$ cat src/design/fhd_defs.svh
// Offsets, field positions, reset values and sizes of the floppy host block
`ifndef FHD_DEFS_SVH
`define FHD_DEFS_SVH
`define FHD_ADDR_W 10
`define FHD_ADDR_OUTPUT 10'h3f2
`define FHD_ADDR_STATUS 10'h3f4
`define FHD_ADDR_DSR 10'h3f4
`define FHD_ADDR_DATA 10'h3f5
`define FHD_ADDR_INPUT 10'h3f7
`define FHD_ADDR_RATE_CTRL 10'h3f7
`define FHD_STATUS_REQUEST 7
`define FHD_STATUS_DIRECTION 6
`define FHD_STATUS_NONDMA 5
`define FHD_STATUS_BUSY 4
`define FHD_OUT_DMA_GATE 3
`define FHD_OUT_RUN 2
`define FHD_DSR_SOFT_RST 7
`define FHD_RATE_CTRL_PRECOMP 2
`define FHD_RATE_CTRL_MASK 8'h07
`define FHD_OUT_RESET 8'h04
`define FHD_RATE_RESET 2'h2
`define FHD_FIFO_DEPTH 16
`define FHD_FIFO_WIDTH 8
`define FHD_THRESH_W 4
`define FHD_FILL_BYTE 8'h00
`define FHD_BASIC_UNDRIVEN 8'h7f
`endif

$ cat src/design/fhd_pkg.sv
// Types used by the controller end of the floppy host block and by the bench
package fhd_pkg;
  typedef enum logic [1:0] {
    fhd_mode_basic,
    fhd_mode_dual,
    fhd_mode_full
  } fhd_mode_t;
  typedef enum logic [1:0] {
    fhd_ph_idle,
    fhd_ph_command,
    fhd_ph_exec,
    fhd_ph_result
  } fhd_phase_t;
endpackage

$ cat src/design/fhd_bus_if.sv
// Byte-wide I/O bus between host processor and floppy host block
`timescale 1ns/1ns
`include "fhd_defs.svh"
interface fhd_bus_if;
  logic [`FHD_ADDR_W-1:0] addr;
  logic rd;
  logic wr;
  logic [7:0] wdata;
  logic [7:0] rdata;
  logic [7:0] rdata_oe_n;
  modport dev (
    input addr,
    input rd,
    input wr,
    input wdata,
    output rdata,
    output rdata_oe_n
  );
  modport host (
    output addr,
    output rd,
    output wr,
    output wdata,
    input rdata,
    input rdata_oe_n
  );
endinterface

$ cat src/design/fhd_device.sv
// Controller end: data port with FIFO, status, input and rate registers
`timescale 1ns/1ns
`include "fhd_defs.svh"
module fhd_device #(
  parameter int DEPTH = `FHD_FIFO_DEPTH,
  parameter int WIDTH = `FHD_FIFO_WIDTH
) (
  input wire logic clock_in,
  input wire logic reset_in,
  fhd_bus_if.dev bus,
  input wire fhd_pkg::fhd_mode_t mode_in,
  input wire fhd_pkg::fhd_phase_t phase_in,
  input wire logic exec_start_in,
  input wire logic dir_read_in,
  input wire logic non_dma_in,
  input wire logic [1:0] drive_busy_in,
  input wire logic cfg_load_in,
  input wire logic cfg_fifo_en_in,
  input wire logic [`FHD_THRESH_W-1:0] cfg_thresh_in,
  input wire logic [WIDTH-1:0] core_rx_data_in,
  input wire logic core_rx_valid_in,
  output logic core_rx_ready_out,
  output logic [WIDTH-1:0] core_tx_data_out,
  output logic core_tx_valid_out,
  input wire logic core_tx_ready_in,
  input wire logic sector_done_in,
  input wire logic disk_change_cable_in,
  input wire logic force_change_en_in,
  input wire logic force_change_val_in,
  output logic xfer_abort_out,
  output logic overrun_out,
  output logic underrun_out,
  output logic fill_active_out,
  output logic service_req_out,
  output logic soft_reset_out,
  output logic [1:0] rate_select_bits_out,
  output logic precomp_off_flag_out,
  output logic dma_gate_enable_out,
  output logic density_select_out
);
  localparam int CW = $clog2(DEPTH + 1);
  localparam int PW = $clog2(DEPTH);

  logic [WIDTH-1:0] mem [DEPTH];
  logic [PW-1:0] wr_ptr, rd_ptr;
  logic [CW-1:0] count, cap, threshold;
  logic fifo_en, fifo_on, full, empty, push, pop, flush, soft_rst;
  logic [WIDTH-1:0] push_data;
  logic [7:0] digital_output_reg, main_status_reg, next_rdata, next_oe_n;
  logic [1:0] rate_select_bits;
  logic precomp_off_flag, fill_active, overrun, underrun, in_exec;
  logic host_transfer_request, transfer_direction;
  logic disk_changed_flag, low_rate_indicator;
  logic host_data_wr, host_data_rd;

  // Hardware reset sets the run bit; clearing it, or a DSR soft reset write, parks the core
  assign soft_rst = ~digital_output_reg[`FHD_OUT_RUN] |
    (bus.wr && bus.addr == `FHD_ADDR_DSR &&
     bus.wdata[`FHD_DSR_SOFT_RST]);
  assign soft_reset_out = soft_rst;
  assign in_exec = phase_in == fhd_pkg::fhd_ph_exec;
  assign transfer_direction = dir_read_in;
  // FIFO acts only in execution; commands go one byte at a time
  assign fifo_on = fifo_en && in_exec;
  assign cap = fifo_on ? CW'(DEPTH) : CW'(1);
  assign full = count >= cap;
  assign empty = count == '0;
  assign flush = exec_start_in | soft_rst;

  // Request bit: a byte to read, or room to write
  assign host_transfer_request = transfer_direction ? ~empty : ~full;

  assign host_data_wr = bus.wr && bus.addr == `FHD_ADDR_DATA;
  assign host_data_rd = bus.rd && bus.addr == `FHD_ADDR_DATA;

  // Accesses against the request bit are dropped, never queued
  always_comb begin
    push = 1'b0;
    pop = 1'b0;
    push_data = core_rx_data_in;
    if (transfer_direction) begin
      push = core_rx_valid_in && !full;
      pop = host_data_rd && !empty;
    end else begin
      push = host_data_wr && !full;
      push_data = bus.wdata;
      pop = core_tx_ready_in && !empty && !fill_active;
    end
  end

  assign core_rx_ready_out = transfer_direction && !full;
  assign core_tx_valid_out = !transfer_direction && (!empty || fill_active);
  assign core_tx_data_out = fill_active ? `FHD_FILL_BYTE :
    mem[rd_ptr];

  assign overrun = in_exec && transfer_direction && core_rx_valid_in && full;
  assign underrun = in_exec && !transfer_direction && core_tx_ready_in &&
    empty && !fill_active;

  always_ff @(posedge clock_in) begin
    if (push) begin
      mem[wr_ptr] <= push_data;
    end
  end

  // Pending read bytes survive an overrun so the host can drain them
  always_ff @(posedge clock_in) begin
    if (reset_in || flush) begin
      wr_ptr <= '0;
      rd_ptr <= '0;
      count <= '0;
    end else begin
      if (push) begin
        wr_ptr <= PW'((32'(wr_ptr) + 1) % DEPTH);
      end
      if (pop) begin
        rd_ptr <= PW'((32'(rd_ptr) + 1) % DEPTH);
      end
      if (push && !pop) begin
        count <= count + CW'(1);
      end else if (pop && !push) begin
        count <= count - CW'(1);
      end
    end
  end

  always_ff @(posedge clock_in) begin
    if (reset_in || soft_rst) begin
      fifo_en <= 1'b0;
      threshold <= CW'(1);
    end else if (cfg_load_in) begin
      fifo_en <= cfg_fifo_en_in;
      threshold <= CW'(cfg_thresh_in) + CW'(1);
    end
  end

  // Threshold trades bus latency against risk of overrun
  always_ff @(posedge clock_in) begin
    if (reset_in || flush) begin
      service_req_out <= 1'b0;
    end else if (fifo_on) begin
      service_req_out <= transfer_direction ? (count >= threshold) :
        (CW'(DEPTH) - count >= threshold);
    end else begin
      service_req_out <= in_exec && host_transfer_request;
    end
  end

  always_ff @(posedge clock_in) begin
    if (reset_in || soft_rst || exec_start_in) begin
      fill_active <= 1'b0;
    end else if (underrun) begin
      fill_active <= 1'b1;
    end else if (sector_done_in) begin
      fill_active <= 1'b0;
    end
  end
  assign fill_active_out = fill_active;

  always_ff @(posedge clock_in) begin
    if (reset_in) begin
      xfer_abort_out <= 1'b0;
      overrun_out <= 1'b0;
      underrun_out <= 1'b0;
    end else begin
      xfer_abort_out <= overrun || underrun;
      overrun_out <= overrun;
      underrun_out <= underrun;
    end
  end

  always_ff @(posedge clock_in) begin
    if (reset_in) begin
      digital_output_reg <= `FHD_OUT_RESET;
    end else if (bus.wr && bus.addr == `FHD_ADDR_OUTPUT) begin
      digital_output_reg <= bus.wdata;
    end
  end
  assign dma_gate_enable_out = digital_output_reg[`FHD_OUT_DMA_GATE];

  // Only hardware reset touches rate and precomp; soft resets keep them
  always_ff @(posedge clock_in) begin
    if (reset_in) begin
      rate_select_bits <= `FHD_RATE_RESET;
      precomp_off_flag <= 1'b0;
    end else if (bus.wr && bus.addr == `FHD_ADDR_RATE_CTRL) begin
      rate_select_bits <= bus.wdata[1:0];
      if (mode_in == fhd_pkg::fhd_mode_full) begin
        precomp_off_flag <= bus.wdata[`FHD_RATE_CTRL_PRECOMP];
      end
    end
  end
  assign rate_select_bits_out = rate_select_bits;
  assign precomp_off_flag_out = precomp_off_flag;

  // 250K and 300K are the low rates
  assign low_rate_indicator = rate_select_bits[1] ^ rate_select_bits[0];

  always_ff @(posedge clock_in) begin
    if (reset_in) begin
      density_select_out <= 1'b1;
    end else if (bus.wr && bus.addr == `FHD_ADDR_RATE_CTRL) begin
      density_select_out <= ~(bus.wdata[1] ^ bus.wdata[0]);
    end
  end

  assign disk_changed_flag = force_change_en_in ? force_change_val_in :
    ~disk_change_cable_in;

  assign main_status_reg = {host_transfer_request, transfer_direction,
    non_dma_in, phase_in != fhd_pkg::fhd_ph_idle, 2'h0, drive_busy_in};

  always_comb begin
    next_rdata = 8'h00;
    next_oe_n = 8'hff;
    if (bus.rd) begin
      next_oe_n = 8'h00;
      case (bus.addr)
        `FHD_ADDR_STATUS: next_rdata = main_status_reg;
        `FHD_ADDR_DATA: next_rdata = pop ? mem[rd_ptr] : 8'h00;
        `FHD_ADDR_INPUT: begin
          case (mode_in)
            fhd_pkg::fhd_mode_dual: next_rdata = {disk_changed_flag, 4'hf,
              rate_select_bits, low_rate_indicator};
            fhd_pkg::fhd_mode_full: next_rdata = {disk_changed_flag, 3'h0,
              digital_output_reg[`FHD_OUT_DMA_GATE], precomp_off_flag,
              rate_select_bits};
            default: begin
              next_rdata = {disk_changed_flag, 7'h00};
              next_oe_n = `FHD_BASIC_UNDRIVEN;
            end
          endcase
        end
        default: next_oe_n = 8'hff;
      endcase
    end
  end

  // Read answer is registered and driven for exactly one cycle
  always_ff @(posedge clock_in) begin
    if (reset_in) begin
      bus.rdata <= 8'h00;
      bus.rdata_oe_n <= 8'hff;
    end else begin
      bus.rdata <= next_rdata;
      bus.rdata_oe_n <= next_oe_n;
    end
  end
endmodule

$ cat src/flat_wrapper.sv
// flat-port wrapper written by rule: the top's interface ports become plain ports
module fhd_device_flat 
#(
  parameter int DEPTH = `FHD_FIFO_DEPTH,
  parameter int WIDTH = `FHD_FIFO_WIDTH
)
  (clock_in, reset_in, mode_in, phase_in, exec_start_in, dir_read_in, non_dma_in, drive_busy_in, cfg_load_in, cfg_fifo_en_in, cfg_thresh_in, core_rx_data_in, core_rx_valid_in, core_rx_ready_out, core_tx_data_out, core_tx_valid_out, core_tx_ready_in, sector_done_in, disk_change_cable_in, force_change_en_in, force_change_val_in, xfer_abort_out, overrun_out, underrun_out, fill_active_out, service_req_out, soft_reset_out, rate_select_bits_out, precomp_off_flag_out, dma_gate_enable_out, density_select_out, bus_addr, bus_rd, bus_wr, bus_wdata, bus_rdata, bus_rdata_oe_n);
  fhd_bus_if bus_i ();
  input wire logic clock_in;
  input wire logic reset_in;
  input wire fhd_pkg::fhd_mode_t mode_in;
  input wire fhd_pkg::fhd_phase_t phase_in;
  input wire logic exec_start_in;
  input wire logic dir_read_in;
  input wire logic non_dma_in;
  input wire logic [1:0] drive_busy_in;
  input wire logic cfg_load_in;
  input wire logic cfg_fifo_en_in;
  input wire logic [`FHD_THRESH_W-1:0] cfg_thresh_in;
  input wire logic [WIDTH-1:0] core_rx_data_in;
  input wire logic core_rx_valid_in;
  output logic core_rx_ready_out;
  output logic [WIDTH-1:0] core_tx_data_out;
  output logic core_tx_valid_out;
  input wire logic core_tx_ready_in;
  input wire logic sector_done_in;
  input wire logic disk_change_cable_in;
  input wire logic force_change_en_in;
  input wire logic force_change_val_in;
  output logic xfer_abort_out;
  output logic overrun_out;
  output logic underrun_out;
  output logic fill_active_out;
  output logic service_req_out;
  output logic soft_reset_out;
  output logic [1:0] rate_select_bits_out;
  output logic precomp_off_flag_out;
  output logic dma_gate_enable_out;
  output logic density_select_out;
  input wire logic [$bits(bus_i.addr)-1:0] bus_addr;
  input wire logic [$bits(bus_i.rd)-1:0] bus_rd;
  input wire logic [$bits(bus_i.wr)-1:0] bus_wr;
  input wire logic [$bits(bus_i.wdata)-1:0] bus_wdata;
  output wire logic [$bits(bus_i.rdata)-1:0] bus_rdata;
  output wire logic [$bits(bus_i.rdata_oe_n)-1:0] bus_rdata_oe_n;
  assign bus_i.addr = bus_addr;
  assign bus_i.rd = bus_rd;
  assign bus_i.wr = bus_wr;
  assign bus_i.wdata = bus_wdata;
  assign bus_rdata = bus_i.rdata;
  assign bus_rdata_oe_n = bus_i.rdata_oe_n;
  fhd_device #(.DEPTH(DEPTH), .WIDTH(WIDTH)) u_core (.clock_in(clock_in), .reset_in(reset_in), .bus(bus_i), .mode_in(mode_in), .phase_in(phase_in), .exec_start_in(exec_start_in), .dir_read_in(dir_read_in), .non_dma_in(non_dma_in), .drive_busy_in(drive_busy_in), .cfg_load_in(cfg_load_in), .cfg_fifo_en_in(cfg_fifo_en_in), .cfg_thresh_in(cfg_thresh_in), .core_rx_data_in(core_rx_data_in), .core_rx_valid_in(core_rx_valid_in), .core_rx_ready_out(core_rx_ready_out), .core_tx_data_out(core_tx_data_out), .core_tx_valid_out(core_tx_valid_out), .core_tx_ready_in(core_tx_ready_in), .sector_done_in(sector_done_in), .disk_change_cable_in(disk_change_cable_in), .force_change_en_in(force_change_en_in), .force_change_val_in(force_change_val_in), .xfer_abort_out(xfer_abort_out), .overrun_out(overrun_out), .underrun_out(underrun_out), .fill_active_out(fill_active_out), .service_req_out(service_req_out), .soft_reset_out(soft_reset_out), .rate_select_bits_out(rate_select_bits_out), .precomp_off_flag_out(precomp_off_flag_out), .dma_gate_enable_out(dma_gate_enable_out), .density_select_out(density_select_out));
endmodule
$ cat config.mk
export PLATFORM = sky130hd
export DESIGN_NAME = fhd_device_flat
export DESIGN_NICKNAME = d
export VERILOG_FILES = /design/src/design/fhd_pkg.sv /design/src/design/fhd_bus_if.sv /design/src/design/fhd_device.sv /design/src/flat_wrapper.sv
export VERILOG_INCLUDE_DIRS = /design/src /design/src/design
export SDC_FILE = /design/constraint.sdc
export NUM_CORES = 1
export LEC_CHECK = 0
export BUFFER_PORTS_ARGS = -buffer_cell sky130_fd_sc_hd__buf_2
export CAP_MARGIN = 5
export CORE_MARGIN = 8
export CORE_UTILIZATION = 55
export CTS_BUF_LIST = sky130_fd_sc_hd__clkbuf_8
export DETAILED_ROUTE_END_ITERATION = 7
export PLACE_DENSITY = 0.84
export SLEW_MARGIN = 20
export SYNTH_ARGS = -nofsm -noshare
export SYNTH_HDL_FRONTEND = slang
export SYNTH_SLANG_ARGS = --single-unit
$ cat constraint.sdc
create_clock -name clock_in -period 10.6 [get_ports clock_in]
set_input_delay 1.59 -clock clock_in [delete_from_list [all_inputs] [get_ports clock_in]]
set_output_delay 1.59 -clock clock_in [all_outputs]
set_load 0.01 [all_outputs]
* After elaboration in Yosys (flattened, before gate mapping)
Memory sizes are Yosys's and may differ from the RTL's. A register that Yosys moved wholly into a read port is not among the register bits.
Cells that the tools add are included.
** Word-level totals
- Flip-flop bits (word level) :: 48
- RAM bits :: 128
- Bits of input ports :: 51
- Output and inout port bits :: 37
- Logic and storage cells :: 108
- Memories :: 1
** Cells by class
- Add/sub/neg operators :: 6
- $lt $le $gt $ge :: 3
- Equality and inequality tests :: 7
- Muxes and demuxes :: 22
- Bitwise logic cells :: 10
- Reduce and logical (&&, ||, !) cells :: 43
** Memory list
- u_core.mem :: words 16, width 8, rd ports 1, clocked after memory_dff 1, write ports 1, line fhd_device.sv:44 : logic [WIDTH-1:0] mem [DEPTH];
** Operators with widths (count)
- $eq 10x10->1 const B :: 4
- $logic_and 1x1->1 :: 24
- $mux 8 :: 3
- $pmux 8 s3 :: 1
- $pmux 8 s2 :: 1
- $ge 5x5->1 :: 3
- $mux 5 :: 3
- $pmux 7 s2 :: 1
- $mux 1 :: 10
- $add 4x1->4 const B :: 2
- $mux 4 :: 2
- $mux 7 :: 1
- $logic_not 1->1 :: 6
- $not 1->1 :: 6
- $reduce_bool 2->1 :: 3
- $reduce_or 2->1 :: 3
- $add 4x1->5 const B :: 1
- $add 5x1->5 const B :: 1
- $logic_not 5->1 :: 1
- $logic_or 1x1->1 :: 5
- $sub 5x1->5 const B :: 1
- $sub 5x5->5 const A :: 1
- $eq 2x2->1 const B :: 2
- $eq 2x1->1 const B :: 1
- other kinds (3) :: 5

* Logic depth before layout (Yosys ltp)
Gate-level depths: netlist (run 1).
- Depth in word-level cells :: 11
- Gate-level depth with buffers :: 15
- Mapped depth without buffers :: 15

* Least setup slack after synthesis (run 1)
No wires, ideal clock.
- Path kind :: input port to flip-flop
- Start point :: in phase_in[1]
- End point :: reg u_core.count[4]
- Arrival time :: 4.690 ns
- Path slack :: 5.840 ns
- Stages :: 15
- Path buffers :: 1
- Cell sequence :: nor2b_1 > nand2_1 > ha_1 > or4b_4 > o32ai_4 > o21a_1 > buf_6 > ha_1 > inv_1 > fa_1 > a21o_1 > a21oi_1 > xnor2_1 > or3_1 > a21oi_1
** On the way
- Longest elaborated chain between the ends :: 10
- Elaborated cells between the ends (all ways) :: 13
** Ends and longest elaborated chain
- start, declared :: line flat_wrapper.sv:12 : input wire fhd_pkg::fhd_phase_t phase_in;
- $eq 2x2->1 (*) :: line fhd_device.sv:61 : assign in_exec = phase_in == fhd_pkg::fhd_ph_exec;
- $logic_and 1x1->1 (*) :: line fhd_device.sv:64 : assign fifo_on = fifo_en && in_exec;
- $mux 5 (*) :: line fhd_device.sv:65 : assign cap = fifo_on ? CW'(DEPTH) : CW'(1);
- $ge 5x5->1 (*) :: line fhd_device.sv:66 : assign full = count >= cap;
- $logic_not 1->1 (*) :: line fhd_device.sv:82, fhd_device.sv:85
- $logic_and 1x1->1, on equally long branches :: line fhd_device.sv:85, fhd_device.sv:82
- $mux 1 (*) :: line fhd_device.sv:81 : if (transfer_direction) begin
- named net u_core.push :: line fhd_device.sv:47 : logic fifo_en, fifo_on, full, empty, push, pop, flush, soft_rst;
- $logic_not 1->1 :: line fhd_device.sv:121 : end else if (pop && !push) begin
- $logic_and 1x1->1 :: line fhd_device.sv:121
- $reduce_bool 2->1 (no line)
- end signal, assigned :: line fhd_device.sv:120 : count <= count + CW'(1);
- end signal, assigned :: line fhd_device.sv:122 : count <= count - CW'(1);
- end, declared :: line fhd_device.sv:46 : logic [CW-1:0] count, cap, threshold;
Mark *: on every way through the listed nets, which the timed path passes. The rest lies on a longest branch.
A chain may end at the register's enable or synchronous reset.

* Worst setup path in the final report (run 1)
- Start point :: in phase_in[0]
- End point :: out core_rx_ready_out
** On the way
- Longest elaborated chain between the ends :: 6
** Ends and longest elaborated chain
- $eq 2x2->1 :: line fhd_device.sv:61
- $logic_and 1x1->1 :: line fhd_device.sv:64
- $mux 5 :: line fhd_device.sv:65
- $ge 5x5->1 :: line fhd_device.sv:66
- $logic_not 1->1 :: line fhd_device.sv:91 : assign core_rx_ready_out = transfer_direction && !full;
- $logic_and 1x1->1 :: line fhd_device.sv:91
- end, declared :: line flat_wrapper.sv:22 : output logic core_rx_ready_out;
No other way between the ends.

==> impl_metrics.ini, run 1 <==
[outcome]
status = finished clean

[critical_path]
path_cells = buf_2 -> nor2b_1 -> nand2_1 -> ha_1 -> or4b_4 -> o32ai_4 -> and2_2 -> buf_2
r2r-start = u_core.count[0]
end_kind = output port
startpoint_type = input pin
path_delay_family = simple AND/OR/NAND/NOR gates
arrival_ps = 3490
max_stage_delay_ps = 530
slowest_stage = or4b_4
critical_path_class = input pin to output port
crit_buf_inv = 2
r2r_cells = 13
rr_endpoint = u_core.count[4]
r2r_slack_ps = 6750
worstPathMaxFanout = 5
crit_top_cell = buf_2
required_ps = 9010

[hold_path]
hold_path_end = u_core.threshold[3]
worstHoldStart = u_core.threshold[3]
min_path_type = flip-flop to flip-flop
whs_path_depth = 2

[logic_synthesis]
synthMuxAreaShare_pct = 13.9
synth_area_um2 = 7600
yosysWarnings = 0
synthXorXnorAreaFrac_pct = 1.61
ys.flop_type = edfxtp_1
ys_async_sr_fraction_pct = 0
synth_edf_count = 128
syn_nets = 598
synth_cells = 521
synth_top_family_by_area = multiplexers
ys_types = 55
synth-adder-area-share_pct = 4.38
synth_compound_area_share_pct = 5.94
ys_ff_latch = 172
avgSynthCellArea_um2 = 14.6
synthSimpleGateAreaFrac_pct = 8.99
synth-seq-area-share_pct = 62.2

[cts]
numClockSinks = 172
clock_path_buffers = 2
clock_latency_ps = 440
root_buffer = clkbuf_8
cts_resized = 0
cts_hold_buf = 0
post-cts-setup-buffers = 0
cts_buffers = 17
h-tree-depth = 4
cts_tree = built
path_clk_slew_ps = 90

[die]
initial_utilization_pct = 55.6
ios = 88
dieArea_um2 = 17800
chipWidth_um = 134
core_area_um2 = 13700
die_h_um = 134
core.rowCount = 43

[final_layout]
largest_reg_flops = 128
antenna_cells = 0
areaGrowthSynthToFinish_pct = 12.7
largest_registers = u_core.mem (128), u_core.bus.rdata (8)
drive_gt1_share_pct = 30.1
nNetsFinal = 676
fin_area_um2 = 8560
top_register = u_core.mem

[global_route]
grt_overflow = 0
grt_pass1_wl_um = 27000
antenna_found_initial = 0
grt_max_degree = 33
grt_pass1_vias = 4771
track_usage_pct = 19.7

[sta]
setup_viol = 0
hold_viol = 0
max_clock_freq_mhz = 197
finClkSkew_ps = 14.0
min_period_ps = 5080
period_share_pct = 47.9
drv_slew = 0
worst_pin_slew_ps = 1070
setup_tns_ps = 0
grt_setup_unrepaired = no
slew_headroom_pct = 27.9

[routing]
via_count = 4830
wire_per_inst_um = 21.9
ant_nets = 0
drt_iter0_drc = 495
drc_errors = 0
first_pass_iters = 5
vias_per_cell = 6.10
wl_um = 17300

[placement]
place_area_um2 = 8130
dp_hpwl_um = 12400
portBuffers = 87
routabilityCongestion = 0.891

[pwr]
leakage_nw = 3.02
power_density_nw_per_um2 = 159
p_total_mw = 1.36
ir_worst_vdd_uv = 75.0

[run]
maxCapViolCount = 0
-- through the flow --
step | setup slack (ps) | std cells | hold slack (ps) | utilization, %
6_report | 5520 | 792 | 494 | 62.7
5_1_grt | 5390 | 792 | 506 | 62.7
4_1_cts | 5520 | 792 | 492 | 62.5
3_5_place_dp | 5320 | 760 | 473 | 59.5
3_3_place_gp | 5420 | 760 | 437 | 59.5
2_1_floorplan | 5840 | 521 | 455 | -
-- cell type report --
class	instances	area [um2]
sequential	172	4730
clock buffer	18	248
multi-input combinational	299	2680
tap	180	225
timing repair buffer	90	458
clock inverter	14	158
fill	942	5100
inverter	19	71.3
-- power breakdown --
group | switching (mW) | total [mW] | internal [mW]
logic | 0.0881 | 0.155 | 0.0664
clock network | 0.240 | 0.461 | 0.221
registers | 0.00890 | 0.743 | 0.734
total | 0.337 | 1.36 | 1.02
-- cell usage in the layout (no fill, tap or decap), types with 12 or more instances in the layout --
cell / synthesis / layout
nand2_1: 22 / 22
ha_1: 25 / 25
mux2i_1: 17 / 17
buf_2: 5 / 87
o21ai_0: 12 / 12
mux2_2: 14 / 14
a21oi_1: 17 / 17
mux4_2: 32 / 32
nor2_1: 43 / 43
dfxtp_1: 44 / 43
edfxtp_1: 128 / 128
clkbuf_8: 0 / 18
inv_1: 19 / 21
-- tightest hold or removal path, delay by kind of cell (launching register included) --
family	cells	cell delay [ps]
DFF	1	320
and+or+nand+nor	1	80
AOI/OAI and AO/OA	1	50
-- how the worst max path moves through the flow --
stage / startpoint / slack (ps) / to / depth (start not counted)
after global placement: phase_in[0] / 5420 / u_core.count[4] / 15
after global routing: phase_in[1] / 5390 / core_rx_ready_out / 8
after detailed placement: phase_in[0] / 5320 / u_core.count[4] / 15
after floorplan: phase_in[1] / 5840 / u_core.count[4] / 15
after CTS: phase_in[0] / 5520 / core_rx_ready_out / 8
final: phase_in[0] / 5520 / core_rx_ready_out / 8
-- cell usage after synthesis (3+ instances only) --
| cell | n | area share [%] |
|---|---|---|
| o221ai_1 | 8 | 0.92 |
| xor2_1 | 7 | 0.81 |
| nand3b_1 | 3 | 0.30 |
| nand2b_1 | 3 | 0.25 |
| mux2i_1 | 17 | 2.2 |
| a211o_1 | 4 | 0.46 |
| nor2_1 | 43 | 2.1 |
| o21ai_0 | 12 | 0.79 |
| inv_1 | 19 | 0.94 |
| nor2b_1 | 9 | 0.74 |
| nand4_1 | 4 | 0.33 |
| nor4_1 | 3 | 0.25 |
| a21oi_1 | 17 | 1.1 |
| edfxtp_1 | 128 | 51 |
| a211oi_1 | 10 | 0.99 |
| buf_1 | 5 | 0.25 |
| xnor2_1 | 7 | 0.81 |
| buf_4 | 6 | 0.59 |
| nand2_1 | 22 | 1.1 |
| mux4_2 | 32 | 9.5 |
| nor3_1 | 11 | 0.72 |
| or3_1 | 5 | 0.41 |
| dfxtp_1 | 44 | 12 |
| nor3b_1 | 3 | 0.30 |
| and3_2 | 3 | 0.30 |
| mux2_2 | 14 | 2.1 |
| ha_1 | 25 | 4.1 |
| nand3_1 | 6 | 0.40 |
| clkbuf_1 | 14 | 0.69 |
| buf_2 | 5 | 0.33 |
-- kinds of logic after synthesis --
| logic type | count (synthesis) |
|---|---|
| simple gates | 131 |
| buf+inv | 50 |
| flops | 172 |
| fa+ha+maj | 26 |
| xor+xnor | 14 |
| compound gates | 64 |
| mux | 64 |
-- metal layers --
| metal | part of all wire [%] | global-route usage, % |
|---|---|---|
| met3 | 8.8 | 4.86 |
| met4 | 2.0 | 7.67 |
| met5 | 0 | 0 |
| met2 | 48 | 32.3 |
| met1 | 41 | 24.5 |
No activity file was read; power rests on OpenSTA's default activity.
==> run 2: changes to the inputs <==
PLACE_DENSITY = 0.87   (was 0.84)
clock period = 4.4 ns   (was 10.6 ns; I/O delays follow)
==> run 2 against run 1 <==
First-iteration DRC count is 2.0% higher. Sequential share of layout area is 0.40 points lower. Die area unchanged. Setup slack worse by 4900 ps. Via count grew 2.7%. Utilization up 0.44 points. Flip-flop and latch count stayed put. Clock skew increased by 4.9 ps. Largest power group unchanged.
==> impl_metrics.ini, run 2 (same netlist as run 1, synthesis figures left out) <==
[sta]
hold_viol = 0
finClkSkew_ps = 18.9
max_clock_freq_mhz = 268
whs_ps = 449
setup_ws_ps = 672
setup_tns_ps = 0
drv_slew = 0
setup_viol = 0
slew_headroom_pct = 41.1
period_share_pct = 84.7
grt_setup_unrepaired = no
worst_pin_slew_ps = 883
min_period_ps = 3730

[cts]
h-tree-depth = 4
cts_resized = 0
cts_tree = built
root_buffer = clkbuf_8
cts_hold_buf = 0
path_clk_slew_ps = 100
clock_latency_ps = 460
cts_buffers = 17
numClockSinks = 172
clock_path_buffers = 2
post-cts-setup-buffers = 0

[critical_path]
arrival_ps = 4110
critical_path_class = input pin to flip-flop
worstPathMaxFanout = 5
startpoint_type = input pin
end_kind = flip-flop
required_ps = 4780
r2r_slack_ps = 710

[final_layout]
final_util_pct = 63.1
areaGrowthSynthToFinish_pct = 13.5
antenna_cells = 0
fillers = 930
final_common_cell = edfxtp_1
fin_cells = 804
largest_reg_flops = 128
largest_registers = u_core.mem (128), u_core.bus.rdata (8)
nNetsFinal = 688
top_register = u_core.mem
final_cell_mix = edfxtp_1, buf_2, nor2_1
drive_gt1_share_pct = 30.9

[placement]
pre_cts_ws_ps = 251
routabilityCongestion = 0.927
dp_hpwl_um = 12700
portBuffers = 87
place_inst = 772

[die]
die_h_um = 134
chipWidth_um = 134
dieArea_um2 = 17800
core.rowCount = 43
ios = 88
core_area_um2 = 13700
initial_utilization_pct = 55.6

[routing]
drt_iter0_drc = 505
drc_errors = 0
first_pass_iters = 5
ant_nets = 0
via_count = 4960
wl_um = 17600
vias_per_cell = 6.17
wire_per_inst_um = 21.9

[hold_path]
min_path_type = input pin to flip-flop

[run]
maxCapViolCount = 0

[outcome]
status = finished clean

[global_route]
track_usage_pct = 20.0
antenna_found_initial = 0
grt_max_degree = 33
grt_pass1_vias = 4925
grt_pass1_wl_um = 27300
grt_overflow = 0

[pwr]
leakage_nw = 3.07
ir_worst_vdd_uv = 194
power_density_nw_per_um2 = 378
## run 2: power by group
| part | switching [mW] | total [mW] | internal [mW] |
|---|---|---|---|
| Combinational | 0.212 | 0.375 | 0.163 |
| Clock | 0.620 | 1.10 | 0.478 |
| Sequential | 0.0204 | 1.79 | 1.77 |
## run 2: final timing paths
check,from,end,cells after the start
worst min-delay path,bus_wdata[3],u_core.digital_output_reg[3],3
worst max-delay path,phase_in[0],u_core.count[4],15
worst max register to register,u_core.count[0],u_core.count[4],15
worst min register to register,u_core.density_select_out,u_core.density_select_out,1
## run 2: through the flow
step | area (um2) | power (mW)
2_1_floorplan | 7600 | 2.07
3_3_place_gp | 8220 | 2.18
3_5_place_dp | 8220 | 2.19
4_1_cts | 8620 | 3.27
5_1_grt | 8620 | 3.38
6_report | 8620 | 3.26
## run 2: critical path, cell delays in order
cell     delay, ps
buf_2          100
nor2b_1        220
nand2_1        160
ha_1           300
or4b_4         530
o32ai_4        290
o21a_1         210
ha_1           200
inv_1          110
fa_1           420
a21o_1         180
a21oi_1        180
xnor2_1        110
or3_1          320
a21oi_1        140
## run 2: metal layers
layer,wire length [um],global-route usage [%],up-vias
met5,0,0,-
met4,434,7.86,0
met3,1780,5.72,44
met2,8670,33.6,306
met1,6720,23.9,2434
li1,-,-,2176
## run 2: layout make-up
class / instances / area [um2] / area share (%)
clock inverter: 15 / 168 / 1.94
sequential: 172 / 4730 / 54.8
timing repair buffer: 102 / 548 / 6.36
multi-input combinational: 299 / 2650 / 30.7
tap: 180 / 225 / 2.61
clock buffer: 17 / 234 / 2.71
inverter: 19 / 71.3 / 0.827
==> run 3: changes to the inputs <==
PLACE_DENSITY = 0.84   (was 0.87)
clock period = 3.85 ns   (was 4.4 ns; I/O delays follow)
==> run 3 against run 2 <==
First-iteration DRC count decreased by 22%. Die area unchanged. Clock power is 14% higher. Clock skew shrank 5.2 ps. Clock-buffer cell count unchanged. Worst hold slack lost 91 ps. Cell count rose by 0.62%. Utilization increased by 0.44 points. Critical path depth is 2 lower. Register-to-register slack lost 520 ps. Sequential share of layout area shrank 0.38 points. Highest routed layer is now met5.
==> impl_metrics.ini, run 3 (same netlist as run 1, synthesis figures left out) <==
[placement]
pre_cts_ws_ps = -130
routabilityCongestion = 0.887
portBuffers = 87
place_inst = 777
dp_hpwl_um = 12500

[cts]
clock_latency_ps = 460
numClockSinks = 172
cts_hold_buf = 0
root_buffer = clkbuf_8
cts_tree = built
cts_buffers = 17
path_clk_slew_ps = 100
clock_path_buffers = 2
h-tree-depth = 4

[routing]
wl_um = 17700
vias_per_cell = 6.01
drt_iter0_drc = 394
first_pass_iters = 5
via_count = 4866
ant_nets = 0
wire_per_inst_um = 21.8
drc_errors = 0

[critical_path]
r2r_slack_ps = 190
slowest_stage = or4b_4
required_ps = 4240
startpoint_type = flip-flop
path_delay_family = compound AO/OA/AOI/OAI gates
arrival_ps = 4050
max_stage_delay_ps = 530
critical_path_class = flip-flop to flip-flop
worstPathMaxFanout = 5
path_cells = inv_1 -> ha_1 -> or4b_4 -> o32ai_4 -> o21a_1 -> ha_1 -> inv_1 -> fa_1 -> a21o_1 -> a21oi_1 -> xnor2_1 -> or3_1 -> a21oi_1
end_kind = flip-flop
crit_buf_inv = 2

[global_route]
grt_pass1_wl_um = 27600
grt_max_degree = 33
track_usage_pct = 20.3
grt_overflow = 0
antenna_found_initial = 1
grt_pass1_vias = 5001

[sta]
setup_ws_ps = 188
worst_pin_slew_ps = 842
whs_ps = 359
max_clock_freq_mhz = 273
hold_viol = 0
min_period_ps = 3660
grt_setup_unrepaired = no
drv_slew = 0
setup_tns_ps = 0
period_share_pct = 95.1
setup_viol = 0
slew_headroom_pct = 43.8
finClkSkew_ps = 13.7

[die]
core_area_um2 = 13700
core.rowCount = 43
ios = 88
dieArea_um2 = 17800
initial_utilization_pct = 55.6
die_h_um = 134
chipWidth_um = 134

[final_layout]
top_register = u_core.mem
final_cell_mix = edfxtp_1, buf_2, nor2_1
largest_registers = u_core.mem (128), u_core.bus.rdata (8)
antenna_cells = 0
final_common_cell = edfxtp_1
fin_cells = 809
nNetsFinal = 693
drive_gt1_share_pct = 31.8
largest_reg_flops = 128
ff_latch_area_um2 = 4730
areaGrowthSynthToFinish_pct = 14.3
multi_input_area_um2 = 2660
fillers = 937

[pwr]
p_clk_share_pct = 33.4
seq_power_share_pct = 54.8
combPwrFrac_pct = 11.8
swShare_pct = 27.5
power_density_nw_per_um2 = 430
p_int_mw = 2.71
leakage_nw = 3.10
p_switching_mw = 1.03
ir_worst_vdd_uv = 260

[run]
maxCapViolCount = 0

[outcome]
status = finished clean

[hold_path]
min_path_type = input pin to flip-flop
[run 3: cell types whose count changed in the layout (fill, tap and decap cells not counted), sizes merged]
cell,change
inv,-3
buf,+5
clkinv,+3
clkinvlp,+1
bufinv,-1
[run 3: worst reg2reg max path: stages (launching register included)]
cell	delay (ps)
dfxtp_1	440
inv_1	130
ha_1	310
or4b_4	530
o32ai_4	240
o21a_1	220
ha_1	230
inv_1	130
fa_1	430
a21o_1	180
a21oi_1	200
xnor2_1	110
or3_1	320
a21oi_1	150
[run 3: final timing paths]
path | startpoint | to | depth (start not counted)
worst max-delay path | u_core.count[0] | u_core.count[4] | 13
worst min-delay path | cfg_fifo_en_in | u_core.fifo_en | 3
worst max register to register | u_core.count[0] | u_core.count[4] | 13
worst min register to register | u_core.density_select_out | u_core.density_select_out | 1
[run 3: cell type report]
class / count / share of cell area (%)
clock buffer: 17 / 2.69
clock inverter: 15 / 1.97
inverter: 19 / 0.821
multi-input combinational: 299 / 30.6
sequential: 172 / 54.4
tap: 180 / 2.59
timing repair buffer: 107 / 6.89
[run 3: metal layers]
metal	vias up	track usage, %	part of all wire, %
met5	-	0	0.068
met2	247	32.6	48
met3	38	6.66	9.4
li1	2184	-	-
met4	2	9.30	2.9
met1	2395	24.3	39
[run 3: power by group through the flow]
stage          clock [mW]  sequential [mW]  combinational, mW
2_1_floorplan           0             2.08              0.286
3_3_place_gp            0             2.09              0.409
3_5_place_dp            0             2.09              0.432
4_1_cts              1.26             2.04              0.439
5_1_grt              1.33             2.05              0.486
6_report             1.25             2.04              0.440
[run 3: what timing repair did]
action | in CTS | in global routing
setup buffers | 0 | 0
setup endpoints to repair | 0 | 1
resized for setup | 0 | 2
[run 3: metrics by stage]
stage,util (%),instance area (um2),power (mW)
after global routing,63.5,8680,3.87
final,63.5,8680,3.73
after CTS,63.5,8680,3.74
after global placement,60.5,8270,2.49
after detailed placement,60.5,8270,2.52
after floorplan,-,7600,2.36
